[config.mk]
export PLATFORM = sky130hd
export DESIGN_NAME = ddrf_read_flag_ctrl
export DESIGN_NICKNAME = d
export VERILOG_FILES = /design/src/hdl/ddrf_pkg.sv /design/src/hdl/ddrf_fifo_if.sv /design/src/hdl/ddrf_strap_sync.sv /design/src/hdl/ddrf_fifo.sv /design/src/hdl/ddrf_read_flag_ctrl.sv
export VERILOG_INCLUDE_DIRS = /design/src /design/src/hdl
export SDC_FILE = /design/constraint.sdc
export NUM_CORES = 1
export LEC_CHECK = 0
export ABC_AREA = 1
export BUFFER_PORTS_ARGS = -buffer_cell sky130_fd_sc_hd__buf_2
export CAP_MARGIN = 20
export CELL_PAD_IN_SITES_DETAIL_PLACEMENT = 1
export CELL_PAD_IN_SITES_GLOBAL_PLACEMENT = 2
export CORE_MARGIN = 5
export CORE_UTILIZATION = 37
export CTS_CLUSTER_DIAMETER = 100
export DETAILED_ROUTE_END_ITERATION = 10
export GPL_ROUTABILITY_DRIVEN = 0
export HOLD_SLACK_MARGIN = 0.02
export PLACE_DENSITY_LB_ADDON = 0.2
export RECOVER_POWER = 25
export REMOVE_ABC_BUFFERS = 1
export SLEW_MARGIN = 20
export SYNTH_ARGS = -nofsm -noshare
export SYNTH_HDL_FRONTEND = slang
export SYNTH_SLANG_ARGS = --single-unit
export TNS_END_PERCENT = 5
[constraint.sdc]
create_clock -name ref_clk -period 3.85 [get_ports ref_clk]
set_input_delay 0.77 -clock ref_clk [delete_from_list [all_inputs] [get_ports ref_clk]]
set_output_delay 0.77 -clock ref_clk [all_outputs]
set_load 0.01 [all_outputs]
[src/hdl/ddrf_params.svh]
// Purpose: Shared constants of the read, flag and strap control block
// Assumes: Included by bare name from the strap sync, word store and control files
// Notes: Offsets are in whole 40-bit words
`ifndef DDRF_PARAMS_SVH
`define DDRF_PARAMS_SVH

`define DDRF_DATA_W 40
`define DDRF_DEPTH 16

// Strap vector bit positions
`define DDRF_STRAP_N 7
`define DDRF_STRAP_FSEL_LO 0
`define DDRF_STRAP_FSEL_HI 1
`define DDRF_STRAP_FALL 2
`define DDRF_STRAP_IN_W 3
`define DDRF_STRAP_OUT_W 4
`define DDRF_STRAP_MATCH 5
`define DDRF_STRAP_DDR 6

// Four preset default offsets, empty side n and full side m
`define DDRF_EMPTY_DEF0 8'h01
`define DDRF_EMPTY_DEF1 8'h02
`define DDRF_EMPTY_DEF2 8'h04
`define DDRF_EMPTY_DEF3 8'h08
`define DDRF_FULL_DEF0 8'h01
`define DDRF_FULL_DEF1 8'h02
`define DDRF_FULL_DEF2 8'h04
`define DDRF_FULL_DEF3 8'h08

`endif

[src/hdl/ddrf_pkg.sv]
// Purpose: Types of the read, flag and strap control block
// Assumes: Nothing
// Notes: Constants live in ddrf_params.svh
package ddrf_pkg;

   typedef enum logic [2:0] {
      ddrf_w40_40,
      ddrf_w40_20,
      ddrf_w40_10,
      ddrf_w20_40,
      ddrf_w10_40
   } ddrf_width_mode_t;

   typedef enum {
      ddrf_out_empty,
      ddrf_out_held
   } ddrf_out_state_t;

endpackage

[src/hdl/ddrf_fifo_if.sv]
// Purpose: Carrier between the control logic and the word store
// Assumes: One clock on both sides
// Notes: Count is in stored words
`timescale 1ns/1ps
`default_nettype none
interface ddrf_fifo_if #(parameter int W = 40, parameter int D = 16);
   logic push_valid;
   logic push_ready;
   logic [W-1:0] push_data;
   logic pop_valid;
   logic pop_ready;
   logic [W-1:0] pop_data;
   logic clear;
   logic mark;
   logic rewind;
   logic [$clog2(D):0] count;
   modport store (input push_valid, push_data, pop_ready, clear, mark, rewind,
                  output push_ready, pop_valid, pop_data, count);
   modport user (output push_valid, push_data, pop_ready, clear, mark, rewind,
                 input push_ready, pop_valid, pop_data, count);
endinterface
`default_nettype wire

[src/hdl/ddrf_strap_sync.sv]
// Purpose: Two-flop synchroniser for the configuration strap pins
// Assumes: Straps are quasi-static levels
// Notes: Only the second stage is read outside
`timescale 1ns/1ps
`default_nettype none
`include "ddrf_params.svh"
module ddrf_strap_sync #(
   parameter int N = `DDRF_STRAP_N
) (
   input wire logic clk,
   input wire logic rst,
   input wire logic [N-1:0] pin_in,
   output logic [N-1:0] pin_sync
);
   logic [N-1:0] meta_reg;

   always_ff @(posedge clk) begin
      if (rst) begin
         meta_reg <= '0;
         pin_sync <= '0;
      end else begin
         meta_reg <= pin_in;
         pin_sync <= meta_reg;
      end
   end
endmodule // ddrf_strap_sync
`default_nettype wire

[src/hdl/ddrf_fifo.sv]
// Purpose: Word store with mark and rewind, registered head word
// Assumes: Depth is a power of two
// Notes: Rewind is only meaningful while marked words are not overwritten
`timescale 1ns/1ps
`default_nettype none
`include "ddrf_params.svh"
module ddrf_fifo #(
   parameter int WIDTH = `DDRF_DATA_W,
   parameter int DEPTH = `DDRF_DEPTH
) (
   input wire logic clk,
   input wire logic rst,
   ddrf_fifo_if.store bus
);
   localparam int AW = $clog2(DEPTH);

   generate
      if (DEPTH < 2 || (DEPTH & (DEPTH - 1)) != 0) begin : g_bad_depth
         $error("ddrf_fifo: DEPTH must be a power of two of at least 2");
      end
   endgenerate

   logic [WIDTH-1:0] mem [DEPTH];
   logic [WIDTH-1:0] head_reg;
   logic [AW-1:0] wr_ptr_reg;
   logic [AW-1:0] rd_ptr_reg;
   logic [AW-1:0] mark_reg;
   logic [AW-1:0] rd_ptr_next;
   logic [AW-1:0] rewind_gap;
   logic [AW:0] count_reg;
   logic push;
   logic pop;

   assign push = bus.push_valid && bus.push_ready && !bus.clear;
   assign pop = bus.pop_ready && bus.pop_valid && !bus.rewind && !bus.clear;
   assign bus.push_ready = count_reg != (AW+1)'(DEPTH);
   assign bus.pop_valid = count_reg != '0;
   assign bus.pop_data = head_reg;
   assign bus.count = count_reg;
   assign rewind_gap = rd_ptr_reg - mark_reg;

   always_comb begin
      if (bus.clear) begin
         rd_ptr_next = '0;
      end else if (bus.rewind) begin
         rd_ptr_next = mark_reg;
      end else begin
         rd_ptr_next = rd_ptr_reg + AW'(pop);
      end
   end

   always_ff @(posedge clk) begin
      if (push) begin
         mem[wr_ptr_reg] <= bus.push_data;
      end
   end

   // Head word read ahead, bypassing a write to the same slot
   always_ff @(posedge clk) begin
      if (push && wr_ptr_reg == rd_ptr_next) begin
         head_reg <= bus.push_data;
      end else begin
         head_reg <= mem[rd_ptr_next];
      end
   end

   always_ff @(posedge clk) begin
      if (rst || bus.clear) begin
         wr_ptr_reg <= '0;
      end else if (push) begin
         wr_ptr_reg <= wr_ptr_reg + AW'(1);
      end
   end

   always_ff @(posedge clk) begin
      if (rst) begin
         rd_ptr_reg <= '0;
      end else begin
         rd_ptr_reg <= rd_ptr_next;
      end
   end

   always_ff @(posedge clk) begin
      if (rst || bus.clear) begin
         mark_reg <= '0;
      end else if (bus.mark) begin
         mark_reg <= rd_ptr_reg;
      end
   end

   always_ff @(posedge clk) begin
      if (rst || bus.clear) begin
         count_reg <= '0;
      end else if (bus.rewind) begin
         count_reg <= count_reg + {1'b0, rewind_gap} + (AW+1)'(push);
      end else begin
         count_reg <= count_reg + (AW+1)'(push) - (AW+1)'(pop);
      end
   end
endmodule // ddrf_fifo
`default_nettype wire

[src/hdl/ddrf_read_flag_ctrl.sv]
// Purpose: Read port, resets, flags and straps of a 40-bit SDR/DDR FIFO
// Assumes: ref_clk is the read clock; host logic shares it
// Notes: A falling read edge is modelled as the odd ref_clk phase
//
// Operation
// Flag-select straps pick one of four offsets
// Fall-through strap latched; forced off under DDR
// Fall-through shows first word without read request
// Width straps latched at full reset
// Mark records read pointer for retransmit
// Only the latest mark is kept
// Full reset clears pointers, output, reloads straps
// Pointer reset clears pointers, keeps configuration
// Output enable high floats data, nothing else
// Almost-empty high when count at least n
// Almost-full high when free exceeds m
// DDR reads both edges, SDR rising only
// Read select gates port and drive synchronously
// Read select ignored during resets
// DDR read moves word into output register
// SDR reads only on rising edges
// Width strap low gives 40/40, else table
// Retransmit rewinds to mark, else location zero
// Almost-empty on rising read edge only
`timescale 1ns/1ps
`default_nettype none
`include "ddrf_params.svh"
module ddrf_read_flag_ctrl #(
   parameter int DATA_W = `DDRF_DATA_W,
   parameter int DEPTH = `DDRF_DEPTH
) (
   input wire logic ref_clk,
   input wire logic rst,
   input wire logic full_reset_n,
   input wire logic pointer_only_reset_n,
   input wire logic flag_default_select_lo,
   input wire logic flag_default_select_hi,
   input wire logic fall_through_timing_sel,
   input wire logic input_width_strap,
   input wire logic output_width_strap,
   input wire logic width_matching_strap,
   input wire logic read_ddr_strap,
   input wire logic [DATA_W-1:0] write_data,
   input wire logic write_valid,
   output logic write_ready,
   input wire logic read_enable_n,
   input wire logic read_port_select_n,
   input wire logic output_enable_n,
   input wire logic mark_read_pos,
   input wire logic retransmit_n,
   output logic [DATA_W-1:0] read_data_out,
   output logic read_data_oe,
   output logic status_flag_n,
   output logic almost_empty_n,
   output logic almost_full_n,
   output logic read_rise_phase,
   output logic fall_through_active,
   output logic read_ddr_active
);
   localparam int CW = $clog2(DEPTH) + 1;

   generate
      if (DATA_W % 4 != 0 || DATA_W < 4) begin : g_bad_width
         $error("ddrf_read_flag_ctrl: DATA_W must be a multiple of 4");
      end
      if (DEPTH < 4) begin : g_bad_depth
         $error("ddrf_read_flag_ctrl: DEPTH must be at least 4");
      end
   endgenerate

   ddrf_fifo_if #(.W(DATA_W), .D(DEPTH)) fifo_bus ();

   logic [`DDRF_STRAP_N-1:0] strap_raw;
   logic [`DDRF_STRAP_N-1:0] strap_sync;
   ddrf_pkg::ddrf_width_mode_t mode_reg;
   ddrf_pkg::ddrf_width_mode_t mode_next;
   ddrf_pkg::ddrf_out_state_t out_state_reg;
   logic reset_full;
   logic reset_any;
   logic [CW-1:0] empty_off_reg;
   logic [CW-1:0] full_off_reg;
   logic [CW-1:0] empty_off_next;
   logic [CW-1:0] full_off_next;
   logic [1:0] wr_sub_reg;
   logic [1:0] wr_last;
   logic [1:0] wr_shift;
   logic [1:0] rd_sub_reg;
   logic [1:0] rd_last;
   logic [1:0] rd_shift;
   logic [DATA_W-1:0] acc_reg;
   logic [DATA_W-1:0] acc_next;
   logic [DATA_W-1:0] wr_slice;
   logic [DATA_W-1:0] rd_slice;
   logic wr_fire;
   logic rd_sel_off_reg;
   logic rise_edge;
   logic read_edge;
   logic take;
   logic drop;
   logic rewind_evt;
   logic mark_evt;

   assign strap_raw = {read_ddr_strap, width_matching_strap, output_width_strap, input_width_strap,
                       fall_through_timing_sel, flag_default_select_hi, flag_default_select_lo};

   ddrf_strap_sync #(.N(`DDRF_STRAP_N)) u_strap_sync (
      .clk(ref_clk),
      .rst(rst),
      .pin_in(strap_raw),
      .pin_sync(strap_sync)
   );

   ddrf_fifo #(.WIDTH(DATA_W), .DEPTH(DEPTH)) u_store (
      .clk(ref_clk),
      .rst(rst),
      .bus(fifo_bus)
   );

   assign reset_full = rst || !full_reset_n;
   assign reset_any = reset_full || !pointer_only_reset_n;

   // Strap decode for width and default offsets
   always_comb begin
      if (!strap_sync[`DDRF_STRAP_MATCH]) begin
         mode_next = ddrf_pkg::ddrf_w40_40;
      end else begin
         case ({strap_sync[`DDRF_STRAP_IN_W], strap_sync[`DDRF_STRAP_OUT_W]})
            2'h0: mode_next = ddrf_pkg::ddrf_w40_20;
            2'h1: mode_next = ddrf_pkg::ddrf_w40_10;
            2'h2: mode_next = ddrf_pkg::ddrf_w20_40;
            2'h3: mode_next = ddrf_pkg::ddrf_w10_40;
            default: mode_next = ddrf_pkg::ddrf_w40_40;
         endcase
      end
      case ({strap_sync[`DDRF_STRAP_FSEL_HI], strap_sync[`DDRF_STRAP_FSEL_LO]})
         2'h0: begin
            empty_off_next = CW'(`DDRF_EMPTY_DEF0);
            full_off_next = CW'(`DDRF_FULL_DEF0);
         end
         2'h1: begin
            empty_off_next = CW'(`DDRF_EMPTY_DEF1);
            full_off_next = CW'(`DDRF_FULL_DEF1);
         end
         2'h2: begin
            empty_off_next = CW'(`DDRF_EMPTY_DEF2);
            full_off_next = CW'(`DDRF_FULL_DEF2);
         end
         default: begin
            empty_off_next = CW'(`DDRF_EMPTY_DEF3);
            full_off_next = CW'(`DDRF_FULL_DEF3);
         end
      endcase
   end

   // Configuration follows straps only while full reset holds
   always_ff @(posedge ref_clk) begin
      if (reset_full) begin
         mode_reg <= mode_next;
         read_ddr_active <= strap_sync[`DDRF_STRAP_DDR];
         fall_through_active <= strap_sync[`DDRF_STRAP_FALL] && !strap_sync[`DDRF_STRAP_DDR];
         empty_off_reg <= empty_off_next;
         full_off_reg <= full_off_next;
      end
   end

   // Slice counts and shifts per port width
   always_comb begin
      wr_last = 2'h0;
      wr_shift = 2'h0;
      rd_last = 2'h0;
      rd_shift = 2'h0;
      case (mode_reg)
         ddrf_pkg::ddrf_w40_20: begin
            rd_last = 2'h1;
            rd_shift = 2'h1;
         end
         ddrf_pkg::ddrf_w40_10: begin
            rd_last = 2'h3;
            rd_shift = 2'h2;
         end
         ddrf_pkg::ddrf_w20_40: begin
            wr_last = 2'h1;
            wr_shift = 2'h1;
         end
         ddrf_pkg::ddrf_w10_40: begin
            wr_last = 2'h3;
            wr_shift = 2'h2;
         end
         default: begin
            wr_last = 2'h0;
            rd_last = 2'h0;
         end
      endcase
   end

   // Write side packs narrow slices low first
   assign wr_fire = write_valid && write_ready && !reset_any;
   assign wr_slice = (write_data & ({DATA_W{1'b1}} >> (DATA_W - (DATA_W >> wr_shift))))
                     << (wr_sub_reg * (DATA_W >> wr_shift));
   assign acc_next = acc_reg | wr_slice;
   assign fifo_bus.push_valid = wr_fire && wr_sub_reg == wr_last;
   assign fifo_bus.push_data = acc_next;

   always_ff @(posedge ref_clk) begin
      if (reset_any) begin
         acc_reg <= '0;
         wr_sub_reg <= 2'h0;
      end else if (wr_fire) begin
         if (wr_sub_reg == wr_last) begin
            acc_reg <= '0;
            wr_sub_reg <= 2'h0;
         end else begin
            acc_reg <= acc_next;
            wr_sub_reg <= wr_sub_reg + 2'h1;
         end
      end
   end

   // Ready leaves room for the one push already under way
   always_ff @(posedge ref_clk) begin
      if (reset_any) begin
         write_ready <= 1'b0;
      end else begin
         write_ready <= fifo_bus.count <= CW'(DEPTH - 2);
      end
   end

   // Rising and falling read edges alternate on ref_clk
   always_ff @(posedge ref_clk) begin
      if (reset_any) begin
         read_rise_phase <= 1'b1;
      end else begin
         read_rise_phase <= !read_rise_phase;
      end
   end

   assign rise_edge = read_rise_phase;
   assign read_edge = rise_edge || read_ddr_active;

   always_ff @(posedge ref_clk) begin
      rd_sel_off_reg <= read_port_select_n;
   end

   assign rewind_evt = !reset_any && rise_edge && !retransmit_n;
   assign mark_evt = !reset_any && rise_edge && mark_read_pos && !rewind_evt;
   assign fifo_bus.clear = reset_any;
   assign fifo_bus.mark = mark_evt;
   assign fifo_bus.rewind = rewind_evt;

   // Read decision for this edge
   always_comb begin
      take = 1'b0;
      drop = 1'b0;
      if (!reset_any && !rd_sel_off_reg && read_edge && !rewind_evt) begin
         if (fall_through_active) begin
            if (out_state_reg == ddrf_pkg::ddrf_out_empty || !read_enable_n) begin
               take = fifo_bus.pop_valid;
               drop = !fifo_bus.pop_valid && !read_enable_n;
            end
         end else begin
            take = !read_enable_n && fifo_bus.pop_valid;
         end
      end
   end

   assign fifo_bus.pop_ready = take && rd_sub_reg == rd_last;
   assign rd_slice = (fifo_bus.pop_data >> (rd_sub_reg * (DATA_W >> rd_shift)))
                     & ({DATA_W{1'b1}} >> (DATA_W - (DATA_W >> rd_shift)));

   // Output register
   always_ff @(posedge ref_clk) begin
      if (reset_any) begin
         read_data_out <= '0;
      end else if (take) begin
         read_data_out <= rd_slice;
      end
   end

   always_ff @(posedge ref_clk) begin
      if (reset_any) begin
         rd_sub_reg <= 2'h0;
      end else if (rewind_evt) begin
         rd_sub_reg <= 2'h0;
      end else if (take) begin
         rd_sub_reg <= (rd_sub_reg == rd_last) ? 2'h0 : rd_sub_reg + 2'h1;
      end
   end

   always_ff @(posedge ref_clk) begin
      if (reset_any) begin
         out_state_reg <= ddrf_pkg::ddrf_out_empty;
      end else begin
         case (out_state_reg)
            ddrf_pkg::ddrf_out_empty: begin
               if (take) begin
                  out_state_reg <= ddrf_pkg::ddrf_out_held;
               end
            end
            ddrf_pkg::ddrf_out_held: begin
               if ((rewind_evt && fall_through_active) || drop) begin
                  out_state_reg <= ddrf_pkg::ddrf_out_empty;
               end
            end
            default: out_state_reg <= ddrf_pkg::ddrf_out_empty;
         endcase
      end
   end

   // Empty flag in standard timing, output-ready in fall-through
   always_ff @(posedge ref_clk) begin
      if (reset_any) begin
         status_flag_n <= fall_through_active;
      end else if (fall_through_active) begin
         status_flag_n <= out_state_reg != ddrf_pkg::ddrf_out_held;
      end else begin
         status_flag_n <= fifo_bus.pop_valid;
      end
   end

   always_ff @(posedge ref_clk) begin
      if (reset_any) begin
         almost_empty_n <= 1'b0;
      end else if (rise_edge) begin
         almost_empty_n <= fifo_bus.count >= empty_off_reg;
      end
   end

   always_ff @(posedge ref_clk) begin
      if (reset_any) begin
         almost_full_n <= 1'b1;
      end else begin
         almost_full_n <= (CW'(DEPTH) - fifo_bus.count) > full_off_reg;
      end
   end

   // Drive follows output enable; read select counts only outside reset
   always_ff @(posedge ref_clk) begin
      read_data_oe <= !output_enable_n && (reset_any || !read_port_select_n);
   end
endmodule // ddrf_read_flag_ctrl
`default_nettype wire

## Yosys cells after proc, flatten, opt, wreduce, memory -nomap -nowiden

Memory sizes are Yosys's and may differ from the RTL's. A register that Yosys moved wholly into a read port is not among the register bits.
Cells that the tools add are included.
Widths: inputs -> output; s select.

| operators by class | value |
|---|---|
| add/sub/neg operators | 12 |
| multiply operators | 2 |
| order comparisons | 3 |
| equality and inequality tests | 16 |
| shift operators | 6 |
| muxes and demuxes | 25 |
| bitwise operators | 3 |
| reduce and logical (&&, ||, !) cells | 47 |

Operators with widths:

| kind | count |
|---|---|
| $and 40x40->40 | 2 |
| $shr 40x32->40 const A | 2 |
| $logic_not 32->1 | 2 |
| $mul 2x32->32 | 2 |
| $mux 32 | 2 |
| $pmux 32 s2 | 1 |
| $shr 6x2->32 const A | 2 |
| $sub 7x32->32 const A | 2 |
| $mux 40 | 1 |
| $or 40x40->40 | 1 |
| $shl 40x32->40 | 1 |
| $shr 40x32->40 | 1 |
| $eq 32x1->1 const B | 1 |
| $ne 32x2->1 const B | 1 |
| $logic_and 1x1->1 | 21 |
| $pmux 2 s2 | 4 |
| $logic_not 1->1 | 12 |
| $pmux 3 s4 | 1 |
| $pmux 4 s3 | 1 |
| $add 5x1->5 | 2 |
| $mux 1 | 10 |
| $mux 4 | 2 |
| $logic_or 1x1->1 | 7 |
| $eq 2x2->1 const B | 3 |
| 23 further kinds | 30 |

| word-level totals | value |
|---|---|
| register bits | 164 |
| bits in writable memories | 640 |
| bits of input ports | 57 |
| output and inout port bits | 48 |
| word-level logic and storage cells | 137 |
| memories | 1 |

Memories:

| memory | depth | bits a word | rd ports | clocked after Yosys merged registers in | wr ports | line | RTL |
|---|---|---|---|---|---|---|---|
| u_store.mem | 16 | 40 | 1 | 1 | 1 | ddrf_fifo.sv:23 | `logic [WIDTH-1:0] mem [DEPTH];` |

## Logic depth before layout (Yosys ltp)

| depth | value |
|---|---|
| word-level depth | 16 |
| depth in mapped cells | 23 |
| depth with buffers taken out | 22 |

## Cells and area by module

From an unflattened synthesis, not the netlist that was laid out.

| second synthesis, totals | value |
|---|---|
| cells, all modules | 3974 |
| area, all modules | 36656.4 sq um |

Modules (own cells, without submodules):

| module | instances | cells each | area each (sq um) | sequential area each (sq um) |
|---|---|---|---|---|
| ddrf_fifo | 1 | 2502 | 27606.5 | 19638.8 |
| ddrf_read_flag_ctrl | 1 | 1429 | 8653.3 | 2112.0 |
| ddrf_strap_sync | 1 | 43 | 396.6 | 280.3 |

## Worst setup path after synthesis

OpenSTA, ideal clock, no wires.

| timing | value |
|---|---|
| path type | input port to flip-flop |
| from | input port rst |
| to | memory u_store.mem[11][0] (netlist name) (enable) |
| library setup time | 0.437 ns |
| arrival | 3.698 ns |
| required time | 3.413 ns |
| path slack | -0.286 ns |
| stages | 11 |
| path buffers | 0 |
| cells stage by stage | inv_2 > nand2_2 > nor2_4 > inv_2 > nor2_4 > inv_1 > a21oi_1 > o221ai_1 > nor2_2 > nand3_1 > nor2_1 |

| on the way | value |
|---|---|
| word-level cells in the longest chain between the ends | 9 |

Ends and longest elaborated chain:

| what | line | RTL |
|---|---|---|
| start: declaration | ddrf_read_flag_ctrl.sv:33 | `input wire logic rst,` |
| $logic_or 1x1->1 * | ddrf_read_flag_ctrl.sv:119 | `assign reset_full = rst \|\| !full_reset_n;` |
| net reset_full | ddrf_read_flag_ctrl.sv:78 | `logic reset_full;` |
| $logic_or 1x1->1 * | ddrf_read_flag_ctrl.sv:120 | `assign reset_any = reset_full \|\| !pointer_only_reset_n;` |
| $logic_not 1->1 * | ddrf_fifo.sv:34, ddrf_read_flag_ctrl.sv:197 |  |
| $logic_and 1x1->1 | ddrf_read_flag_ctrl.sv:197 | `assign wr_fire = write_valid && write_ready && !reset_any;` |
| $logic_and 1x1->1 | ddrf_read_flag_ctrl.sv:201 | `assign fifo_bus.push_valid = wr_fire && wr_sub_reg == wr_last;` |
| $logic_and 1x1->1 | ddrf_fifo.sv:34 | `assign push = bus.push_valid && bus.push_ready && !bus.clear;` |
| $logic_and 1x1->1 * | ddrf_fifo.sv:34 |  |
| net u_store.push | ddrf_fifo.sv:31 | `logic push;` |
| $mux 1 * | ddrf_fifo.sv:53 | `if (push) begin` |
| $mux 1 (not written as such) * | ddrf_fifo.sv:54 | `mem[wr_ptr_reg] <= bus.push_data;` |
| end: declaration | ddrf_fifo.sv:23 |  |

The timed path passes the listed nets; every way through them passes the cells marked *.

## Worst setup path after layout

| timing | value |
|---|---|
| from | register mode_reg[0] |
| to | memory u_store.mem[9][24] (netlist name) (enable) |

| on the way | value |
|---|---|
| word-level cells in the longest chain between the ends | 8 |
| elaborated cells between the ends (all ways) | 9 |
| classes of those cells | eq/ne: 3; mux: 3; reduce/logical: 3 |

Ends and longest elaborated chain:

| what | line | RTL |
|---|---|---|
| start: declaration | ddrf_read_flag_ctrl.sv:75 | `ddrf_pkg::ddrf_width_mode_t mode_reg;` |
| start signal: assignment | ddrf_read_flag_ctrl.sv:158 | `mode_reg <= mode_next;` |
| $eq 3x3->1 / $eq 3x2->1 (equally long branches) | ddrf_read_flag_ctrl.sv:172 | `case (mode_reg)` |
| $pmux 2 s2 * | ddrf_read_flag_ctrl.sv:172 |  |
| $eq 2x2->1 * | ddrf_read_flag_ctrl.sv:201 |  |
| $logic_and 1x1->1 * | ddrf_read_flag_ctrl.sv:201 |  |
| $logic_and 1x1->1 * (2 in a row) | ddrf_fifo.sv:34 |  |
| net u_store.push | ddrf_fifo.sv:31 |  |
| $mux 1 * | ddrf_fifo.sv:53 |  |
| $mux 1 (not written as such) * | ddrf_fifo.sv:54 |  |

Marked as above.

==> impl_metrics.env <==
export IMPL_cts_hold_fix_buffers=0
export IMPL_m1WireLength_um=51690
export IMPL_n_fill_cell=10540
export IMPL_grt_pass1_vias=29380
export IMPL_met2_length_um=60560
export IMPL_holdPathStages=1
export IMPL_avgSynthCellArea_um2=9.723
export IMPL_initial_utilization_pct=37.29
export IMPL_fin_crit_ns=3.630
export IMPL_dr_max_layer_used="met4"
export IMPL_postRouteAntennaNets=0
export IMPL_hp_class="in2reg"
export IMPL_worst_path_max_fanout=35
export IMPL_die_area_mm2=0.1022
export IMPL_dr_pass1_iters=5
export IMPL_ys_types=56
export IMPL_setup_violations=0
export IMPL_synth_cell_area_mm2=0.03548
export IMPL_num_rows=113
export IMPL_holdCritStartpoint="read_port_select_n"
export IMPL_hold_worst_slack_ns=0.2289
export IMPL_nets=3827
export IMPL_hold_end="rd_sel_off_reg"
export IMPL_ff2ff_path_depth=9
export IMPL_synth_main_ff_cell="edfxtp_1"
export IMPL_drt_wirelength_per_cell_um=24.00
export IMPL_worstSkewPairLatency_ns=0.66
export IMPL_gr_total_overflow=0
export IMPL_finalWirelength_um=121300
export IMPL_drv_cap=0
export IMPL_die_x_um=319.7
export IMPL_worstMarginPinSlew_ns=1.061
export IMPL_max_freq_ghz=0.2755
export IMPL_avgViaCountPerCell=5.542
export IMPL_tns_ns=0
export IMPL_crit_reg2reg_launch="mode_reg[0]"
export IMPL_cts_tree="built"
export IMPL_antennaDiodeCount=0
export IMPL_die_h_um=319.7
export IMPL_worst_setup_path_type="reg2reg"
export IMPL_clockRootBuffer="clkbuf_16"
export IMPL_final_max_slew_viol_count=0
export IMPL_wl_met3_um=5740
export IMPL_route_detailed_drc=0
export IMPL_fin_crit_sh_pct=94.28
export IMPL_grt_util_all_layers_pct=23.22
export IMPL_antenna_found_initial=2
export IMPL_start_kind="flop"
export IMPL_vdd_ir_drop_max_uv=322.7
export IMPL_cp_required_ns=4.15
export IMPL_r2r_end="u_store.mem[9][24]"
export IMPL_status="complete, no violations"
export IMPL_grt_max_degree=98
export IMPL_grt_pass1_wl_um=183200
export IMPL_endpoint_kind="flop"
export IMPL_port_buffers=104
export IMPL_powerDensity_mw_per_mm2=444.5
export IMPL_dr_first_iter_drc_count=2089
export IMPL_synth_edff_count=649
export IMPL_numClockSinks=776
export IMPL_cts_htree_levels=3
export IMPL_cts_buffers=86
export IMPL_largest_reg_flops=640
export IMPL_clk_pin_slew_ns=0.06
export IMPL_cellLeakagePower_nw=15.23
export IMPL_coreArea_mm2=0.09515
export IMPL_syn_to_final_growth_pct=14.44
export IMPL_synth_seq_area_share_pct=62.10
export IMPL_ctsLongestPathBuffers=3
export IMPL_drive_gt1_share_pct=9.477
export IMPL_vias=28000
export IMPL_ioPinCount=105
export IMPL_synthArstFlopShare_pct=0
export IMPL_fin_skew_ns=0.02390
export IMPL_synthCells=3649
export IMPL_max_slew_margin_rel_pct=29.25
export IMPL_hpwl_um=75690
export IMPL_synth_ff_latch_count=776
export IMPL_rsz0062_at_grt="true"
export IMPL_arrival_ns=3.93
export IMPL_rrSetupSlack_ns=0.22
export IMPL_hold_violations=0
export IMPL_synth_warnings=0
## area by class of cell
type / count / area (um^2) / share of cell area, %
well taps: 1265 / 1583 / 3.898
flip-flops and latches: 776 / 22040 / 54.30
multi-input cells: 2484 / 12040 / 29.65
clock inverters: 37 / 417.9 / 1.029
clock buffers: 121 / 2326 / 5.729
repair buffers: 209 / 1556 / 3.834
inverters: 161 / 634.4 / 1.562
## worst max-delay path by stage
stage,startpoint,end,slack (ns),cells after the start
3_3_place_gp,wr_sub_reg[1],u_store.mem[5][31],0.06,16
6_report,mode_reg[0],u_store.mem[9][24],0.22,9
5_1_grt,mode_reg[1],read_data_out[24],-0.05,19
4_1_cts,mode_reg[1],u_store.mem[9][26],0.02,17
3_5_place_dp,mode_reg[0],u_store.mem[4][31],-0.04,16
2_1_floorplan,flop,read_data_out[2],-8.75,15
## cells in the final DEF, fill, tap and decap left out, drive strengths merged, types with 2 or more instances in the layout
cell	instances
a21oi	117
a2bb2oi	6
a311oi	2
a31oi	3
buf	149
bufinv	7
clkbuf	181
clkinv	35
clkinvlp	4
conb	2
dfxtp	127
edfxtp	649
fa	6
ha	46
inv	152
nand2	1074
nand3	893
nand3b	4
nand4	71
nor2	114
nor2b	3
o211a	2
o211ai	16
o21a	6
o21ai	79
o21bai	6
o31ai	2
or2	7
xnor2	8
xor2	9
## through the flow
step	instances	power, mW	util (%)	cell area [um^2]	setup WS [ns]
final	5053	18.05	42.67	40600	0.2204
after global routing	5053	18.64	42.67	40600	-0.04781
after CTS	5053	18.19	42.80	40730	0.02178
after detailed placement	4895	10.11	39.91	37970	-0.03846
after global placement	4895	10.09	39.91	37970	0.05594
after floorplan	3421	9.764	-	34510	-8.752
## logic make-up (layout without fill, tap and decap cells)
| family | after synthesis | after routing | share of synthesized area (%) |
|---|---|---|---|
| xor+xnor | 17 | 17 | 0.5149 |
| mux | 1 | 1 | 0.02821 |
| flops | 776 | 776 | 62.10 |
| other cells | 1 | 2 | 0.01057 |
| fa+ha+maj | 52 | 52 | 1.961 |
| simple gates | 2169 | 2169 | 27.07 |
| buf+inv | 390 | 528 | 4.468 |
| compound gates | 243 | 243 | 3.848 |
## power by group
| part | switching, mW | internal (mW) |
|---|---|---|
| sequential | 0.0110 | 9.19 |
| clock | 3.41 | 4.70 |
| combinational | 0.552 | 0.185 |
## synthesized netlist by cell type (4+ instances only)
master	count	share of area [%]
o21ai_1	6	0.085
nand4_1	71	1.3
nand2_1	1067	11
a21oi_1	117	1.7
o21ai_0	70	0.99
nor2_1	103	1.1
o21a_1	6	0.13
xnor2_1	6	0.15
nand3_1	891	13
clkbuf_1	100	1.1
o21bai_1	4	0.085
buf_2	63	0.89
inv_1	143	1.5
nand2_2	5	0.088
o211ai_1	16	0.34
buf_1	57	0.60
inv_2	10	0.11
edfxtp_1	649	55
xor2_1	8	0.20
fa_1	6	0.34
nor2_4	8	0.25
dfxtp_1	127	7.2
ha_1	46	1.6
clkinv_1	5	0.053
a2bb2oi_1	6	0.15
buf_4	9	0.19
or2_2	4	0.071
## timing repair
action,in CTS,in global routing
endpoints found under the setup margin,54,517
gates resized for setup,4,24
buffers inserted,0,0
## critical path, stage by stage, from the launching register on
cell	delay, ns
edfxtp_1	0.48
inv_1	0.13
nand3_2	0.16
inv_1	0.13
clkbuf_1	0.29
o221ai_1	0.28
nor2_2	0.37
nand2_1	0.30
nor2_1	0.71
buf_12	0.38
## layer usage
metal | GRT usage [%] | up-vias
met5 | 0 | -
met2 | 40.90 | 694
met1 | 30.31 | 14310
li1 | - | 12840
met4 | 6.697 | 0
met3 | 2.738 | 158
No activity file was read; power rests on OpenSTA's default activity.
